## src/hw/pbc_consts.vh

```
// Constants for the basic control, status and first identifier register set.
// Assumes inclusion by bare name from every design file of this block.
//
// Operation
// - Writing one to control bit 15 starts a software reset; the bit self-clears.
// - Writing one to the restart bit restarts negotiation; the bit self-clears.
// - Speed select picks 100 or 10 Mbps, ignored while negotiation is enabled.
// - With negotiation enabled, the negotiated speed and duplex take over.
// - Speed select loads its default from the speed strap.
// - Negotiation enable and isolate load their defaults from their straps.
// - Isolate cuts the MAC interface and the line transmitter off.
// - Duplex selects full when one; default is the inverted duplex strap.
// - Collision test bit enables the collision signal test; resets to zero.
// - Lowest control bit disables the line transmitter; resets to zero.
// - Capability bits read fixed: T4 zero, four speed and duplex bits one.
// - Preamble suppression bit reads one.
// - Negotiation complete reads one only once negotiation has finished.
// - Remote fault and jabber latch high until read; reset to zero.
// - Link status latches low until read, then follows the link.
// - Negotiation ability bit reads a constant one.
// - Extended capability bit reads a constant one.
// - First identifier register is a read-only sixteen bit identifier slice.
// - Power down stops everything except the management interface; here it only clears coreEnable and sets lineTxOff.
`ifndef PBC_CONSTS_VH
`define PBC_CONSTS_VH

`define PBC_REG_CONTROL   5'h00
`define PBC_REG_STATUS    5'h01
`define PBC_REG_ID_HIGH   5'h02

`define PBC_CTL_RESET     15
`define PBC_CTL_LOOPBACK  14
`define PBC_CTL_SPEED     13
`define PBC_CTL_ANEG_EN   12
`define PBC_CTL_PWR_DOWN  11
`define PBC_CTL_ISOLATE   10
`define PBC_CTL_RESTART   9
`define PBC_CTL_DUPLEX    8
`define PBC_CTL_COL_TEST  7
`define PBC_CTL_TX_DIS    0

`define PBC_STAT_FIXED    16'h7849
`define PBC_STAT_ANEG_DONE 5
`define PBC_STAT_RFAULT   4
`define PBC_STAT_LINK     2
`define PBC_STAT_JABBER   1

// Value is arbitrary.
`define PBC_ID_HIGH_DEF   16'h5a3c
// Value is arbitrary.
`define PBC_PHY_ADDR_DEF  5'h01

`define PBC_OP_WRITE      2'h1
`define PBC_OP_READ       2'h2
`define PBC_CMD_LAST      4'hb
`define PBC_DATA_LAST     4'hf

`define PBC_STRAP_LOAD    2'h2
`define PBC_STRAP_DONE    2'h3

`endif

```

## src/hw/pbc_regs_top.v

```verilog
// Management slave and basic control, status and identifier registers.
// Assumes MDC and MDIO are far slower than ref_clk; straps are static levels.
`timescale 1ns/100ps
`include "pbc_consts.vh"
module pbc_regs_top #(
   parameter [4:0]  PHY_ADDR = `PBC_PHY_ADDR_DEF,
   parameter [15:0] ID_HIGH  = `PBC_ID_HIGH_DEF
) (
   input  wire ref_clk,
   input  wire rst,
   input  wire mdc,
   input  wire mdioIn,
   output reg  mdioOut,
   output reg  mdioOe,
   input  wire speedStrap,
   input  wire anegStrap,
   input  wire isoStrap,
   input  wire duplexStrap,
   input  wire linkUp,
   input  wire remoteFault,
   input  wire jabber,
   input  wire anegDone,
   input  wire anegSpeed100,
   input  wire anegFullDuplex,
   output reg  softResetPulse,
   output reg  anegRestart,
   output reg  anegEnable,
   output reg  loopbackEn,
   output reg  speed100,
   output reg  fullDuplex,
   output reg  macIsolate,
   output reg  lineTxOff,
   output reg  coreEnable,
   output reg  colTestEn
);
   localparam [5:0] S_IDLE = 6'h01;
   localparam [5:0] S_CMD  = 6'h02;
   localparam [5:0] S_TA1  = 6'h04;
   localparam [5:0] S_TA2  = 6'h08;
   localparam [5:0] S_RD   = 6'h10;
   localparam [5:0] S_WR   = 6'h20;

   wire [5:0]  syncBus;
   wire        mdcS;
   wire        mdioS;
   wire        speedStrapS;
   wire        anegStrapS;
   wire        isoStrapS;
   wire        duplexStrapS;
   reg         mdcPrev_r;
   wire        mdcRise;
   reg  [5:0]  state_r;
   reg  [3:0]  bitCnt_r;
   reg  [11:0] cmd_r;
   reg  [15:0] shift_r;
   reg         prevBit_r;
   reg         isWrite_r;
   reg         skip_r;
   reg         wrStb_r;
   reg  [15:0] wrData_r;
   reg  [4:0]  wrAddr_r;
   reg         rdClr_r;
   reg  [1:0]  strapCnt_r;
   wire        loadDef;
   reg         speedSel_r;
   reg         powerDown_r;
   reg         isolate_r;
   reg         duplex_r;
   reg         txDisable_r;
   reg         resetPend_r;
   reg         rfLatch_r;
   reg         jabLatch_r;
   reg         linkLatch_r;
   reg         linkPrev_r;
   reg         linkHold_r;
   reg         anegDone_r;
   wire [1:0]  cmdOp;
   wire [4:0]  cmdPhy;
   wire [4:0]  cmdReg;
   wire        statusRead;

   pbc_sync #(
      .WIDTH (6)
   ) u_sync (
      .ref_clk (ref_clk),
      .rst     (rst),
      .asyncIn ({mdc, mdioIn, speedStrap, anegStrap, isoStrap, duplexStrap}),
      .syncOut (syncBus)
   );

   assign mdcS         = syncBus[5];
   assign mdioS        = syncBus[4];
   assign speedStrapS  = syncBus[3];
   assign anegStrapS   = syncBus[2];
   assign isoStrapS    = syncBus[1];
   assign duplexStrapS = syncBus[0];
   assign mdcRise      = mdcS & ~mdcPrev_r;
   assign cmdOp        = cmd_r[11:10];
   assign cmdPhy       = cmd_r[9:5];
   assign cmdReg       = cmd_r[4:0];
   assign statusRead   = (cmdReg == `PBC_REG_STATUS);

   function [15:0] readMux;
      input [4:0] addr;
      begin
         if (addr == `PBC_REG_CONTROL) begin
            readMux = 16'h0000;
            readMux[`PBC_CTL_RESET]    = resetPend_r;
            readMux[`PBC_CTL_LOOPBACK] = loopbackEn;
            readMux[`PBC_CTL_SPEED]    = speedSel_r;
            readMux[`PBC_CTL_ANEG_EN]  = anegEnable;
            readMux[`PBC_CTL_PWR_DOWN] = powerDown_r;
            readMux[`PBC_CTL_ISOLATE]  = isolate_r;
            readMux[`PBC_CTL_RESTART]  = anegRestart;
            readMux[`PBC_CTL_DUPLEX]   = duplex_r;
            readMux[`PBC_CTL_COL_TEST] = colTestEn;
            readMux[`PBC_CTL_TX_DIS]   = txDisable_r;
         end else if (addr == `PBC_REG_STATUS) begin
            readMux = `PBC_STAT_FIXED;
            readMux[`PBC_STAT_ANEG_DONE] = anegDone_r;
            readMux[`PBC_STAT_RFAULT]    = rfLatch_r;
            readMux[`PBC_STAT_LINK]      = linkLatch_r;
            readMux[`PBC_STAT_JABBER]    = jabLatch_r;
         end else if (addr == `PBC_REG_ID_HIGH) begin
            readMux = ID_HIGH;
         end else begin
            readMux = 16'h0000;
         end
      end
   endfunction

   // Frame engine; preamble is optional, so a start is any zero followed by a one.
   always @(posedge ref_clk or posedge rst) begin
      if (rst) begin
         mdcPrev_r <= 1'b0;
         state_r   <= S_IDLE;
         bitCnt_r  <= 4'h0;
         cmd_r     <= 12'h000;
         shift_r   <= 16'h0000;
         prevBit_r <= 1'b1;
         isWrite_r <= 1'b0;
         skip_r    <= 1'b0;
         wrStb_r   <= 1'b0;
         wrData_r  <= 16'h0000;
         wrAddr_r  <= 5'h00;
         rdClr_r   <= 1'b0;
         mdioOut   <= 1'b0;
         mdioOe    <= 1'b0;
      end else begin
         mdcPrev_r <= mdcS;
         wrStb_r   <= 1'b0;
         rdClr_r   <= 1'b0;
         if (mdcRise) begin
            case (state_r)
               S_IDLE: begin
                  prevBit_r <= mdioS;
                  bitCnt_r  <= 4'h0;
                  if (!prevBit_r && mdioS) begin
                     state_r <= S_CMD;
                  end
               end
               S_CMD: begin
                  cmd_r <= {cmd_r[10:0], mdioS};
                  if (bitCnt_r == `PBC_CMD_LAST) begin
                     state_r <= S_TA1;
                  end else begin
                     bitCnt_r <= bitCnt_r + 4'h1;
                  end
               end
               S_TA1: begin
                  prevBit_r <= 1'b1;
                  if (cmdPhy == PHY_ADDR && cmdOp == `PBC_OP_READ) begin
                     mdioOe    <= 1'b1;
                     mdioOut   <= 1'b0;
                     shift_r   <= readMux(cmdReg);
                     rdClr_r   <= statusRead;
                     isWrite_r <= 1'b0;
                     state_r   <= S_TA2;
                  end else if (cmdPhy == PHY_ADDR && cmdOp == `PBC_OP_WRITE) begin
                     isWrite_r <= 1'b1;
                     skip_r    <= 1'b0;
                     state_r   <= S_TA2;
                  end else begin
                     // A foreign frame is clocked through so its data cannot fake a start.
                     isWrite_r <= 1'b1;
                     skip_r    <= 1'b1;
                     state_r   <= S_TA2;
                  end
               end
               S_TA2: begin
                  bitCnt_r <= 4'h0;
                  if (isWrite_r) begin
                     state_r <= S_WR;
                  end else begin
                     mdioOut <= shift_r[15];
                     shift_r <= {shift_r[14:0], 1'b0};
                     state_r <= S_RD;
                  end
               end
               S_RD: begin
                  if (bitCnt_r == `PBC_DATA_LAST) begin
                     mdioOe  <= 1'b0;
                     mdioOut <= 1'b0;
                     state_r <= S_IDLE;
                  end else begin
                     mdioOut  <= shift_r[15];
                     shift_r  <= {shift_r[14:0], 1'b0};
                     bitCnt_r <= bitCnt_r + 4'h1;
                  end
               end
               S_WR: begin
                  shift_r <= {shift_r[14:0], mdioS};
                  if (bitCnt_r == `PBC_DATA_LAST) begin
                     wrStb_r  <= ~skip_r;
                     wrData_r <= {shift_r[14:0], mdioS};
                     wrAddr_r <= cmdReg;
                     state_r  <= S_IDLE;
                  end else begin
                     bitCnt_r <= bitCnt_r + 4'h1;
                  end
               end
               default: begin
                  state_r <= S_IDLE;
               end
            endcase
         end
      end
   end

   // Straps are caught once the synchroniser has settled after release.
   assign loadDef = (strapCnt_r == `PBC_STRAP_LOAD) | resetPend_r;

   always @(posedge ref_clk or posedge rst) begin
      if (rst) begin
         strapCnt_r     <= 2'h0;
         loopbackEn     <= 1'b0;
         speedSel_r     <= 1'b0;
         anegEnable     <= 1'b0;
         powerDown_r    <= 1'b0;
         isolate_r      <= 1'b0;
         anegRestart    <= 1'b0;
         duplex_r       <= 1'b0;
         colTestEn      <= 1'b0;
         txDisable_r    <= 1'b0;
         resetPend_r    <= 1'b0;
         softResetPulse <= 1'b0;
      end else begin
         if (strapCnt_r != `PBC_STRAP_DONE) begin
            strapCnt_r <= strapCnt_r + 2'h1;
         end
         softResetPulse <= resetPend_r;
         if (loadDef) begin
            loopbackEn  <= 1'b0;
            speedSel_r  <= speedStrapS;
            anegEnable  <= anegStrapS;
            powerDown_r <= 1'b0;
            isolate_r   <= isoStrapS;
            anegRestart <= 1'b0;
            duplex_r    <= ~duplexStrapS;
            colTestEn   <= 1'b0;
            txDisable_r <= 1'b0;
            resetPend_r <= 1'b0;
         end else if (wrStb_r && wrAddr_r == `PBC_REG_CONTROL) begin
            // Reserved and read-only bits are simply not stored.
            loopbackEn  <= wrData_r[`PBC_CTL_LOOPBACK];
            speedSel_r  <= wrData_r[`PBC_CTL_SPEED];
            anegEnable  <= wrData_r[`PBC_CTL_ANEG_EN];
            powerDown_r <= wrData_r[`PBC_CTL_PWR_DOWN];
            isolate_r   <= wrData_r[`PBC_CTL_ISOLATE];
            anegRestart <= wrData_r[`PBC_CTL_RESTART];
            duplex_r    <= wrData_r[`PBC_CTL_DUPLEX];
            colTestEn   <= wrData_r[`PBC_CTL_COL_TEST];
            txDisable_r <= wrData_r[`PBC_CTL_TX_DIS];
            resetPend_r <= wrData_r[`PBC_CTL_RESET];
         end else begin
            anegRestart <= 1'b0;
         end
      end
   end

   // Latched status: a new event in the read cycle wins over the read-clear.
   always @(posedge ref_clk or posedge rst) begin
      if (rst) begin
         rfLatch_r   <= 1'b0;
         jabLatch_r  <= 1'b0;
         linkLatch_r <= 1'b0;
         linkPrev_r  <= 1'b0;
         linkHold_r  <= 1'b0;
         anegDone_r  <= 1'b0;
      end else begin
         rfLatch_r   <= remoteFault | (rfLatch_r & ~rdClr_r);
         jabLatch_r  <= jabber | (jabLatch_r & ~rdClr_r);
         // Only a drop is held; a read taken while the link is down must not pin it low.
         linkPrev_r  <= linkUp;
         linkHold_r  <= (linkPrev_r & ~linkUp) | (linkHold_r & ~rdClr_r);
         linkLatch_r <= linkUp & ~(linkHold_r & ~rdClr_r);
         anegDone_r  <= anegDone & anegEnable & ~anegRestart;
      end
   end

   // Operating outputs; power down leaves the management path above running.
   always @(posedge ref_clk or posedge rst) begin
      if (rst) begin
         speed100   <= 1'b0;
         fullDuplex <= 1'b0;
         macIsolate <= 1'b0;
         lineTxOff  <= 1'b0;
         coreEnable <= 1'b0;
      end else begin
         speed100   <= anegEnable ? anegSpeed100 : speedSel_r;
         fullDuplex <= anegEnable ? anegFullDuplex : duplex_r;
         macIsolate <= isolate_r;
         lineTxOff  <= isolate_r | txDisable_r | powerDown_r;
         coreEnable <= ~powerDown_r;
      end
   end
endmodule

```

## src/hw/pbc_sync.v

```verilog
// Two-stage synchroniser for a bundle of asynchronous level inputs.
// Assumes each bit is an independent level; multi-bit coherence is not kept.
`timescale 1ns/100ps
`include "pbc_consts.vh"
module pbc_sync #(
   parameter WIDTH = 6
) (
   input  wire             ref_clk,
   input  wire             rst,
   input  wire [WIDTH-1:0] asyncIn,
   output reg  [WIDTH-1:0] syncOut
);
   reg [WIDTH-1:0] stage1_r;

   // Only the second stage reads the first, to keep metastability contained.
   always @(posedge ref_clk or posedge rst) begin
      if (rst) begin
         stage1_r <= {WIDTH{1'b0}};
         syncOut  <= {WIDTH{1'b0}};
      end else begin
         stage1_r <= asyncIn;
         syncOut  <= stage1_r;
      end
   end
endmodule

```

## config.mk

```make
export PLATFORM = sky130hd
export DESIGN_NAME = pbc_regs_top
export DESIGN_NICKNAME = d
export VERILOG_FILES = /design/src/hw/pbc_regs_top.v /design/src/hw/pbc_sync.v
export VERILOG_INCLUDE_DIRS = /design/src /design/src/hw
export SDC_FILE = /design/constraint.sdc
export NUM_CORES = 1
export LEC_CHECK = 0
export BUFFER_PORTS_ARGS = -buffer_cell sky130_fd_sc_hd__buf_2
export CORE_ASPECT_RATIO = 0.7
export CORE_MARGIN = 2
export CORE_UTILIZATION = 41
export DETAILED_ROUTE_END_ITERATION = 8
export PLACE_DENSITY = 0.65
export SYNTH_ARGS = -nofsm -noshare
export SYNTH_HDL_FRONTEND = slang
export SYNTH_HIERARCHICAL = 1
export SYNTH_SLANG_ARGS = --single-unit
```

## constraint.sdc

```tcl
create_clock -name ref_clk -period 3.84 [get_ports ref_clk]
set_input_delay 0.384 -clock ref_clk [delete_from_list [all_inputs] [get_ports ref_clk]]
set_output_delay 0.384 -clock ref_clk [all_outputs]
set_load 0.01 [all_outputs]
```

# After elaboration in Yosys (flattened, before gate mapping)
# Cells that the tools add are included.
# word_totals
output_inout_bits	12
elab_cells	166
register_bits	103
in_bits	14
# classes
add_sub_neg	2
n_reduce_logical	25
mux	53
bitwise	23
n_eq_ne	24
# ops
cell	n
2-to-1 mux 16 bit	4
case mux 16 bit (4 select lines)	1
2-to-1 mux 1 bit	35
2-to-1 mux 15 bit	2
case mux 6 bit (5 select lines)	1
2-to-1 mux 6 bit	4
inequality test 2 bit, second input constant	9
AND reduction 4 bit	4
case mux 4 bit (3 select lines)	1
== test 5 x 1 -> 1 bit, second input constant	2
logical NOT 5 bit	2
NOT 1 bit	9
AND 1 bit	8
== test 4 bit, second input constant	2
2-to-1 mux 4 bit	2
== test 6 x 1 -> 1 bit, second input constant	1
== test 6 x 2 -> 1 bit, second input constant	1
== test 6 x 3 -> 1 bit, second input constant	1
== test 6 x 4 -> 1 bit, second input constant	1
== test 6 x 5 -> 1 bit, second input constant	1
== test 6 bit, second input constant	1
bitwise OR 1 bit	6
AND reduction 2 bit	3
AND reduction 3 bit	2
15 further kinds	24

# Depth between registers and ports, before layout
# Gate-level depths: netlist (run 1).
# logic_depth
depth_word	6
mapped_depth	8
mapped_depth_nobuf	6

# By module
# Netlist (run 1), hierarchy kept.
# by_module_without_submodules
mod	area_per_inst_um2	seq_area_each_um2	n_inst	cells_each
pbc_regs_top	3824.9	2129.5	1	345
pbc_sync	304.0	300.3	1	13

# Worst setup path before layout (run 1)
# Ideal clock, no wire load.
# synth_path
kind	flip-flop to flip-flop
startpoint	register state_r[2]
endpoint	register shift_r[0]
slack_ps	1748
arrival_ps	1962
stages_incl_launch_ff	6
n_path_buf	1
required_ps	3710
setup_time_ps	130
synth_period_minus_slack_ps	2092
path_cell_list	dfrtp_1 or4_4 or3b_4 a221oi_4 buf_2 a31oi_1
# synth_between
elab_chain_len	3
elab_cells_between_ends	10
cone_classes	eq/ne (7); mux (1); reduce/logical (2)
# synth_lines
element	line	rtl
start, declared	pbc_regs_top.v:52	reg [5:0] state_r;
start signal, assigned	pbc_regs_top.v:136	state_r <= S_IDLE;
start signal, assigned	pbc_regs_top.v:159	state_r <= S_CMD;
start signal, assigned	pbc_regs_top.v:165	state_r <= S_TA1;
== test 6 bit, or another cell as far along	pbc_regs_top.v:154	case (state_r)
nonzero test 4 bit (no source line) or inequality test 2 bit (tied branches)	-	
AND reduction 5 bit (no source line)	-	
end signal, assigned	pbc_regs_top.v:175	shift_r <= readMux(cmdReg);
end signal, assigned	pbc_regs_top.v:196	shift_r <= {shift_r[14:0], 1'b0};
end signal, assigned	pbc_regs_top.v:207	shift_r <= {shift_r[14:0], 1'b0};
end, declared	pbc_regs_top.v:55	reg [15:0] shift_r;
# Several ways; a longest one is shown, not always the timed one.
# A chain may end at the register's enable or synchronous reset.

# Final worst setup path (run 1)
# layout_path
startpoint	register state_r[3]
endpoint	register shift_r[0]
# The elaborated chain is that of the path after synthesis.

==> results list, run 1 <==
- Status: finished, final reports clean
- Unrepaired setup endpoints after global routing: false
- Measured along the y axis, the die boundary spans around 90 um.
- Wires add up to around 7800 um.
- Total inserted antenna cells: 0
* Leakage power figure: around 2.2 nW
* Yosys warning total: 6
- First-pass GRT wire length: approximately 13000 um
* MaxCap Viol Count: 0
- Initial antenna violation count: 0
* Number of slew-limit violations in the final report: 0
- Worst-path cell with the longest stage delay: a221oi_4
- The region available for standard cell placement spans between 0.009 and 0.01 sq mm.
- The number of global-route vias before repair was 2582.
- Total congestion overflow: 0
- At the worst endpoint, the arrival time is between 3 and 4 ns.
- Setup total negative slack on the finished layout was measured at 0 ns.
* Count of buffers inserted at the top-level ports: 25
- Counting every net in the synthesized netlist gives 375.
- Walking the worst path, the cells encountered are or4_4 -> or3b_4 -> a221oi_4 -> buf_4 -> nor2_1 -> a31oi_1.
- Global routing consumed, over all layers together, roughly 16% of the routing resources.
* Total of endpoints with negative setup slack in the final report: 0
- The synthesized design contains between 90 and 100 register bits.
- IR analysis of the VDD net gives a maximum drop of 0.302 mV.
- After detailed routing, the number of remaining DRC violations is 0.
* Clock-pin slew on the worst setup and hold paths: roughly 0.060 ns
* Average detailed-routed wire length per instance: around 15 um
* Number of enable-type register cells in the synthesized netlist: 0
- Cts-stage hold buffer count: 0
* Logic pwr share: between 20% and 30%
* Synth async-reset ratio: 100%
* H-Tree Level Count: 3
- Worst Setup Start Kind: flop
- Entering global routing, the biggest net connects 49 pins.
- Via density per instance: 5.35
- Post-CTS setup buffer count: 0
- Placed wire-length estimate: 5430 um
* Required time of the critical path: around 4.1 ns
* Cell chosen for the clock root: clkbuf_16
* Period Utilization, post-route: between 70 and 80%
- Timing would allow up to between 300 and 400 MHz.
- The die covers between 0.01 and 0.015 sq mm.
- The synthesized design spends more area on one cell type than any other, namely dfrtp_1.
* Largest fanout on the critical path: 19
* Number of CTS-inserted buffers: 9
* Clock latency on the worst-skew pair: about 0.34 ns
- The cell count after synthesis came out at 358.
- Across all layers, the routed design uses 2734 vias.
- The synthesized netlist contains 50 unique library cells.
* Type of the most critical hold path: primary input to asynchronous set/reset pin
- For this run, the number of standard cells in the final layout without fillers is 511.
* Leading cell types in the layout, fill and taps excluded: dfrtp_1, nor2_1, mux2_2
* Share of total power consumed by net switching: 32.0%
- Summed over its instances, the top area cell type makes up a little under three fifths of the synthesized netlist area.
- Kind of capture point of the worst setup path: flop
* Final weighted congestion in routability-driven placement: around 0.87
- The mapped netlist covers between 0.004 and 0.005 sq mm.
- The critical path is of the flop to flop type.
- The worst path in the final design needs a cycle of 2.81 ns, including I/O delays and setup.
* Number of hold violations in the final report: 0
- The clock network accounts for a little under a third of the total power.
- Relative to the synthesized area, the layout overhead comes to 13.2%.
- Once the floorplan was initialized, standard cells occupied roughly 42% of the core.
- Net total in the final layout: between 300 and 400
- Maximum cell stage delay along the critical path: 0.66 ns
- Seq pwr share: 44.7%
* Share of post-route cells with drive strength above 1: 20.4%
- Most common cell after layout, fill and taps aside: dfrtp_1
- Headroom to the max-slew limit came out at about 36%.
- PwrDens: 669 mW/mm^2
* Net switching component of the power: about 1.0 mW
- Antenna-violating nets left: 0
- CTS tree: done
- Die boundary width: 124 um
- Post-Synthesis Mean Instance Area: between 10 and 15 sq um
- Placement row count: 30
- The clock drives 97 sinks.
- Ranking of synthesized cells by area: dfrtp_1, mux2_2, nor2_1
* Share of synthesized area occupied by flip-flops and latches: approximately three fifths
- Clock skew on the completed layout was measured at 0.00692 ns.
- Drt first pass iters: 4
- 26 I/O pins were placed.
- The number of placed instances, taps included, is 495.
* Pin slew with the least headroom to its limit: approximately 0.95 ns
* Cell internal pwr: about 2.1 mW
- Total of cells resized after clock tree synthesis: 0
- Ys flop type: dfrtp_1
- First-iteration detailed-routing DRC count: 272
* Clk buf depth: 2
cells in the mapped netlist, types with 4 or more instances:
master and number:
or3_1 4, and2_1 4, nor2_1 31, nand2_1 28, inv_1 12, buf_2 4, mux2i_1 11, a31oi_1 8
o21ai_0 15, nor4_1 5, o211ai_1 5, nor4b_1 4, nand4_1 4, nor3_1 11, clkbuf_1 12, a21oi_1 11
xor2_1 5, nand3_1 7, mux2_2 29, dfrtp_1 95, nand2b_1 5
flip-flops by register name (all words and copies together), names as in the netlist, 2 cells and up:
name / count
shift_r: 16
wrData_r: 10
state_r: 6
u_sync/syncOut: 6
bitCnt_r: 4
cmd_r: 12
strapCnt_r: 2
wrAddr_r: 5
u_sync/stage1_r: 6
metrics by stage:
stage               total power, mW  hold WS [ns]  area (sq um)  utilization [%]  worst slack [ns]
floorplan                      1.99         0.249          4130                -              1.27
global placement               2.16         0.333          4350             44.6              1.16
detailed placement             2.19         0.336          4350             44.6              1.05
CTS                            3.15        0.0795          4670             47.9              1.02
global route                   3.34         0.120          4670             47.9             0.855
finish                         3.13        0.0740          4670             47.9              1.03
power groups by stage:
stage | combinational (mW) | sequential (mW) | clock (mW)
final | 0.774 | 1.40 | 0.955
after detailed placement | 0.774 | 1.41 | 0
after global routing | 0.883 | 1.43 | 1.02
after floorplan | 0.686 | 1.30 | 0
after global placement | 0.752 | 1.40 | 0
after CTS | 0.777 | 1.39 | 0.978
worst paths after layout:
path	slack (ns)	depth (start not counted)	to	startpoint
worst max register to register	1.03	6	shift_r[0]	state_r[3]
worst min register to register	0.34	0	u_sync/syncOut[3]	u_sync/stage1_r[3]
max in group asynchronous	2.68	3	prevBit_r	rst
worst min-delay path	0.07	2	u_sync/stage1_r[0]	rst
worst max-delay path	1.03	6	shift_r[0]	state_r[3]
min in group ref_clk	0.14	1	u_sync/stage1_r[1]	isoStrap
layer usage:
metal	global-route usage (%)	up-vias	wire length, um
met5	0	-	0
met4	4.60	0	105
met3	5.08	13	400
met2	22.5	52	3250
met1	23.6	1350	4030
li1	-	1319	-
worst max-delay path: cells and delay by family (launching register included):
kind	cells	cell delay (ns)
flops	1	0.52
simple gates	3	1.09
compound gates	2	0.80
buf+inv	1	0.31
cells by family after synthesis:
kind of cell	after synthesis	synth area share [%]
adder cells (fa/ha/maj)	3	0.909
XOR/XNOR	7	1.48
AO/OA/AOI/OAI	60	9.97
multiplexers	40	10.6
AND/OR/NAND/NOR	120	15.0
buffers and inverters	31	3.21
flip-flops	97	58.8
cell type report:
cell class / count / area [sq um]
fill: 895 / 5090
sequential: 97 / 2430
multi-input combinational: 230 / 1570
clock buffer: 11 / 243
tap: 128 / 160
timing repair buffer: 28 / 148
clock inverter: 5 / 78.8
inverter: 12 / 46.3
No activity file was read; power rests on OpenSTA's default activity.
==> inputs of run 2 (changes only) <==
==> constraint.sdc (replaced) <==
create_clock -name ref_clk -period 2.66 [get_ports ref_clk]
set_input_delay 0.266 -clock ref_clk [delete_from_list [all_inputs] [get_ports ref_clk]]
set_output_delay 0.266 -clock ref_clk [all_outputs]
set_load 0.01 [all_outputs]
==> run 2 against run 1 <==
Non-clock buffer count grew 8. Combinational power grew 56%. Clock skew shrank 0.0017 ns. Register-to-register slack worse by 0.72 ns. Die area unchanged. Clock power increased by 43%. Flip-flop and latch count unchanged. First-iteration DRC count down 17%. Global-route usage increased by 0.85 points. Final cell count grew 1.6%. Maximum frequency grew 20%. Sequential power grew 40%. Largest power group unchanged.
==> results list, run 2 (synthesis gave the netlist of run 1 again) <==
* MaxCap Viol Count: 0
- Of the cells placed in the final design, the portion with a size suffix greater than 1 is about 22%.
- Worst-path cell with the longest stage delay: a221oi_1
* Floorplan die area: 0.0109 sq mm
* Final weighted congestion in routability-driven placement: 0.857
* Net switching component of the power: around 1.5 mW
- Max rail drop VDD: around 0.38 mV
- Cell internal power was estimated by the tool at 3.09 mW.
- The number of pins with negative max-slew slack in the final report is 0.
- Worst R2R Start: state_r[2]
* Worst Hold End: u_sync/stage1_r[2]
- Starting utilization of the core area: a little over two fifths
* Total congestion overflow: 0
- Summing internal, switching and leakage power gives about 4.5 mW.
- Traced cell by cell, the critical path runs through buf_4 -> nor2_1 -> nand4_1 -> a221oi_1 -> o21ai_0 -> a22o_1.
- The worst setup path is of the flop to flop kind.
- H-Tree Level Count: 3
* FF/Latch Area: 0.00243 sq mm
- Count of buffers inserted at the top-level ports: 25
- Entering global routing, the biggest net connects 56 pins.
- Net total in the final layout: about 400
* Core region area: around 0.01 sq mm
- Start point of the worst min-delay path: anegStrap
* Number of hold violations in the final report: 0
- Post-layout utilization of the core: around half
- In this run the count of I/O pins placed on the die edge is 26.
* Minimum clock period: roughly 2.3 ns
- Reg2reg path depth: 6
- Maximum cell stage delay along the critical path: around 0.73 ns
- The worst setup path is captured at a flop.
* Placement row count: 30
- The die is 88.0 um tall.
- Clock-pin slew on the worst setup and hold paths: ~0.060 ns
- Sequential cells account for a little over two fifths of the total power.
- Top Registers: shift_r: 16 flops, cmd_r: 12 flops, wrData_r: 10 flops
* Cell chosen for the clock root: clkbuf_16
- TritonCTS created 9 clock buffers.
- Share of total power consumed by net switching: a little under a third
- Leakage power figure: about 2.3 nW
- The count of cells in the finished layout, fillers not included, comes to 519.
- The worst register-to-register path has a setup slack of 0.32 ns.
- Unrepaired setup endpoints after global routing: false
- Total of cells resized after clock tree synthesis: 0
- The routed layout has roughly 2800 vias.
- Along the worst hold path, the cell count comes to 1.
* Status: finished, final reports clean
- Required time of the critical path: a little under 3 ns
- Clock tree sinks: 97
* Capture instance of the worst register-to-register path: bitCnt_r[2]
- Total Routed Length: around 8000 um
- Summing all multi-input logic gate instances after layout gives 0.00157 sq mm.
* FILL cells: 890
* Largest fanout on the critical path: 13
* Most common cell after layout, fill and taps aside: dfrtp_1
- First-iteration detailed-routing DRC count: between 200 and 250
- Area growth syn-to-layout: 15.1%
* Leading cell types in the layout, fill and taps excluded: dfrtp_1, nor2_1, mux2_2
- Drt first pass iters: 4
- Average detailed-routed wire length per instance: between 15 and 20 um
- Counting along the longest clock path gives a buffer depth of 2.
- At the pin with the least slew margin, the transition time is slightly below 0.8 ns.
- The number of global-route vias before repair was 2720.
- On the final layout, the worst clock skew is roughly 0.0052 ns.
- Fraction of power consumed by the clock network: 30.1%
- At the worst endpoint, the arrival time is between 2 and 3 ns.
- Logic pwr share: 26.7%
* Period Utilization, post-route: 88.1%
- In the global route stage, overall resource usage came out at between 15 and 20%.
- The die is ~120 um wide.
- Placed wire-length estimate: 5550 um
- Timing would allow up to between 400 and 500 MHz.
* Worst Setup Start Kind: flop
- The number of antenna violations at the first check in global routing came to 0.
- First-pass GRT wire length: approximately 14000 um
- Antenna-violating nets left: 0
- Dividing the detail-routed via count by the number of cells gives about 5.3.
- Dividing total power by cell area gives a power density of around 960 mW/mm^2.
- Total negative slack for setup checks: 0 ns
* Total placed cells including tap cells: 502
* Type of the most critical hold path: primary input to flop
- Total inserted antenna cells: 0
* Register ranked first by flip-flop count: shift_r
- TritonCTS built the clock tree.
- Worst relative slew slack: approximately 48%
- Clock latency on the worst-skew pair: ~0.34 ns
- Setup violations remaining at the end of the flow were counted as 0.
- In the routed design, unresolved DRC markers number 0.
- In this run the post-CTS setup repair buffer count came out at 0.
- Number of flip-flops under the largest register name: 16
==> run 2: worst max-delay path: cells and delay by family (launching register included) <==
kind	cells	cell delay, ns
flops	1	0.38
simple gates	2	0.44
buf+inv	1	0.18
compound gates	3	1.24
==> run 2: per-stage QoR <==
stage / setup slack, ns / area, sq um / hold WS (ns)
after global routing: 0.158 / 4750 / 0.0109
after floorplan: 0.204 / 4130 / 0.131
after detailed placement: 0.343 / 4420 / 0.336
final: 0.316 / 4750 / 0.0264
after global placement: 0.448 / 4420 / 0.326
after CTS: 0.310 / 4750 / 0.0127
==> run 2: final cells by class <==
| cell class | count | area share, % |
|---|---|---|
| repair buffers | 36 | 4.69 |
| multi-input cells | 230 | 33.0 |
| clock inverters | 3 | 0.974 |
| flip-flops and latches | 97 | 51.1 |
| clock buffers | 13 | 5.90 |
| inverters | 12 | 0.974 |
| well taps | 128 | 3.37 |
==> run 2: repair_timing <==
action                                  CTS  global route
endpoints found under the setup margin    0             0
hold buffers                              1             0
endpoints found under the hold margin    41             0
==> run 2: how the worst max path moves through the flow <==
stage,from,endpoint,cells past startpoint
2_1_floorplan,rst,anegDone_r,1
3_3_place_gp,state_r[2],shift_r[11],6
3_5_place_dp,state_r[3],bitCnt_r[2],6
4_1_cts,state_r[3],bitCnt_r[2],6
5_1_grt,state_r[2],bitCnt_r[2],6
6_report,state_r[2],bitCnt_r[2],6
==> run 2: per-layer routing <==
layer  GRT usage (%)  wire length (um)
met5               0                 0
met4            5.21                44
met3            5.53               438
met2            24.3              3660
met1            24.1              4020
==> run 2: power groups by stage <==
stage                     sequential [mW]  combinational (mW)  clock, mW
after floorplan                      1.88               0.990          0
after global placement               1.98                1.17          0
after detailed placement             1.99                1.20          0
after CTS                            1.96                1.21       1.40
after global routing                 2.01                1.37       1.46
final                                1.96                1.21       1.37
==> inputs of run 3 (changes only) <==
--- a/config.mk
+++ b/config.mk
@@ -8,10 +8,9 @@
 export LEC_CHECK = 0
 export BUFFER_PORTS_ARGS = -buffer_cell sky130_fd_sc_hd__buf_2
 export CORE_ASPECT_RATIO = 0.7
-export CORE_MARGIN = 2
 export CORE_UTILIZATION = 41
 export DETAILED_ROUTE_END_ITERATION = 8
-export PLACE_DENSITY = 0.65
+export PLACE_DENSITY = 0.67
 export SYNTH_ARGS = -nofsm -noshare
 export SYNTH_HDL_FRONTEND = slang
 export SYNTH_HIERARCHICAL = 1
==> run 3 against run 2 <==
Cell area decreased by 0.76%. Sequential share of layout area increased by 0.39 points. Critical path depth unchanged. Routed wire length decreased by 3.2%. Sequential power about the same. Worst setup slack improved by 0.027 ns. Combinational power about the same. First-iteration DRC count decreased by 3.5%. Critical endpoint is now shift_r[11].
==> results list, run 3 (synthesis gave the netlist of run 1 again) <==
- The run finished with clean final reports.
- The largest registers in the layout are shift_r: 16 flops, cmd_r: 12 flops, wrData_r: 10 flops.
* Worst relative slew slack: around half
* Most common cell after layout, fill and taps aside: dfrtp_1
- In the routed design, unresolved DRC markers number 0.
* FILL cells: 872
- Clk buf depth: 2
- Placement row count: 30
- Average detailed-routed wire length per instance: 15.2 um
* Period Utilization, post-route: slightly below 90%
* Overall track demand over capacity in global routing: approximately 17%
- VDD sags by at most ~0.46 mV.
- The final layout contains around 400 nets.
- Kind of capture point of the worst setup path: flop
- Worst Setup Path Type: flop to flop
- Via density per instance: approximately 5.4
* Placed wire-length estimate: around 5500 um
- Initial antenna violation count: 0
- Number of slew-limit violations in the final report: 0
- For this run, the top clock speed supported by timing is approximately 430 MHz.
* Cell internal pwr: slightly below 3 mW
- Register ranked first by flip-flop count: shift_r
- Floorplan die area: between 0.01 and 0.015 sq mm
- At the pin with the least slew margin, the transition time is 0.777 ns.
- For this block, the via count after detailed routing is 2785.
- Total Routed Length: about 8000 um
- Share of total power consumed by net switching: between 30% and 40%
- The floorplan step set the die height to ~86 um.
* Number of CTS-inserted buffers: 9
* Share of post-route cells with drive strength above 1: a little over a fifth
- Starting utilization of the core area: 42.5%
- Logic pwr share: 27.5%
* Required time of the critical path: just under 3 ns
- H-Tree Level Count: 3
- Pin placement for this block handled 26 I/O pins.
- The final hold violation count was 0.
- For the worst-skew pair, the clock arrives at the later sink with an insertion delay of ~0.34 ns.
* Leading cell types in the layout, fill and taps excluded: dfrtp_1, nor2_1, mux2_2
- Drt first pass iters: 5
- Worst Setup Start Kind: flop
* Leakage power figure: between 2 and 2.5 nW
- Clock-pin slew on the worst setup and hold paths: about 0.060 ns
* Maximum number of pins on one net before global-route repair: 38
* Setup Slack @ Placement: between 0.3 and 0.4 ns
- Total negative slack for setup checks: 0 ns
- For this run the aggregate overflow at the end of global routing stands at 0.
* Final weighted congestion in routability-driven placement: 0.811
- For this run, the slowest stage of the critical path takes between 0.5 and 0.6 ns.
* CTS tree: done
* Total power after layout: ~4.4 mW
- Largest fanout on the critical path: 32
- The clock network accounts for 27.7% of the total power.
- Count of buffers inserted at the top-level ports: 25
* Minimum clock period: approximately 2.3 ns
* First-pass GRT wire length: between 10000 and 15000 um
- In this run the power density over the cells is ~930 mW/mm^2.
- Setup violations remaining at the end of the flow were counted as 0.
* Antenna-violating nets left: 0
- The path class of the tightest hold or removal check is primary input to flop.
- Total inserted antenna cells: 0
* Cell chosen for the clock root: clkbuf_16
- In this run, post-CTS repair resized a total of 0 instances.
- In this run the horizontal extent of the chip is 122 um.
* Area growth syn-to-layout: 14.2%
- Setup repair after global routing left no endpoint under its margin.
- Cts-stage hold buffer count: 1
- Data arrival time at the worst-slack endpoint: 2.58 ns
* Final clock skew: 0.00785 ns
- Worst setup margin: 0.343 ns
* MaxCap Viol Count: 0
- Clock tree sinks: 97
* Number of flip-flops under the largest register name: 16
- On the critical path, the stage with the largest delay is an instance of or4_4.
- For this design the total switching power over the nets is ~1.4 mW.
- Post-CTS setup buffer count: 0
* Core region area: between 0.009 and 0.01 sq mm
- First-iteration detailed-routing DRC count: 219
* Critical path cell sequence: or4_4 -> or3b_4 -> a221oi_4 -> buf_4 -> o221ai_1 -> o21ai_1
- Number of global-route vias before repair: 2610
- Seq pwr share: between 40% and 50%
==> run 3: cell types whose count changed in the layout (fill, tap and decap cells not counted), sizes merged <==
| cell | delta |
|---|---|
| bufinv | -1 |
| buf | +1 |
==> run 3: layout make-up <==
type	count	area, sq um	share of cell area [%]
clock inverter	2	12.5	0.265
sequential	97	2430	51.5
tap	128	160	3.40
clock buffer	13	270	5.73
multi-input combinational	230	1570	33.2
inverter	12	46.3	0.982
timing repair buffer	37	230	4.88
==> run 3: metrics by stage <==
| stage | cell area, sq um | util (%) | hold WS [ns] | std cells |
|---|---|---|---|---|
| 3_5_place_dp | 4420 | 45.5 | 0.317 | 503 |
| 3_3_place_gp | 4420 | 45.5 | 0.314 | 503 |
| 5_1_grt | 4720 | 48.5 | 0.0197 | 519 |
| 4_1_cts | 4720 | 48.5 | 0.0203 | 519 |
| 2_1_floorplan | 4130 | - | 0.131 | 358 |
| 6_report | 4720 | 48.5 | 0.0333 | 519 |
==> run 3: power by group through the flow <==
stage,registers (mW),clock network [mW],logic (mW)
floorplan,1.88,0,0.990
global route,2.01,1.29,1.38
CTS,1.96,1.24,1.20
detailed placement,1.99,0,1.20
finish,1.96,1.21,1.21
global placement,1.98,0,1.17
==> run 3: worst max-delay path: cells and delay by family (launching register included) <==
kind | cells | cell delay [ns]
simple gates | 2 | 0.98
compound gates | 3 | 0.54
flops | 1 | 0.37
buf+inv | 1 | 0.33
==> run 3: layer usage <==
layer	GRT usage, %	vias up	wire (um)
li1	-	1331	-
met1	24.8	1371	4020
met2	22.9	75	3350
met3	5.65	8	457
met4	4.94	0	83
met5	0	-	0
==> run 3: path summary, 6_finish.rpt <==
kind | startpoint | slack [ns] | cells past startpoint | endpoint
setup / recovery | state_r[2] | 0.34 | 6 | shift_r[11]
hold / removal | isoStrap | 0.03 | 1 | u_sync/stage1_r[1]
setup reg to reg | state_r[2] | 0.34 | 6 | shift_r[11]
hold reg to reg | u_sync/stage1_r[2] | 0.34 | 0 | u_sync/syncOut[2]
max in group asynchronous | rst | 1.43 | 4 | shift_r[4]
min in group asynchronous | rst | 0.49 | 3 | u_sync/syncOut[0]
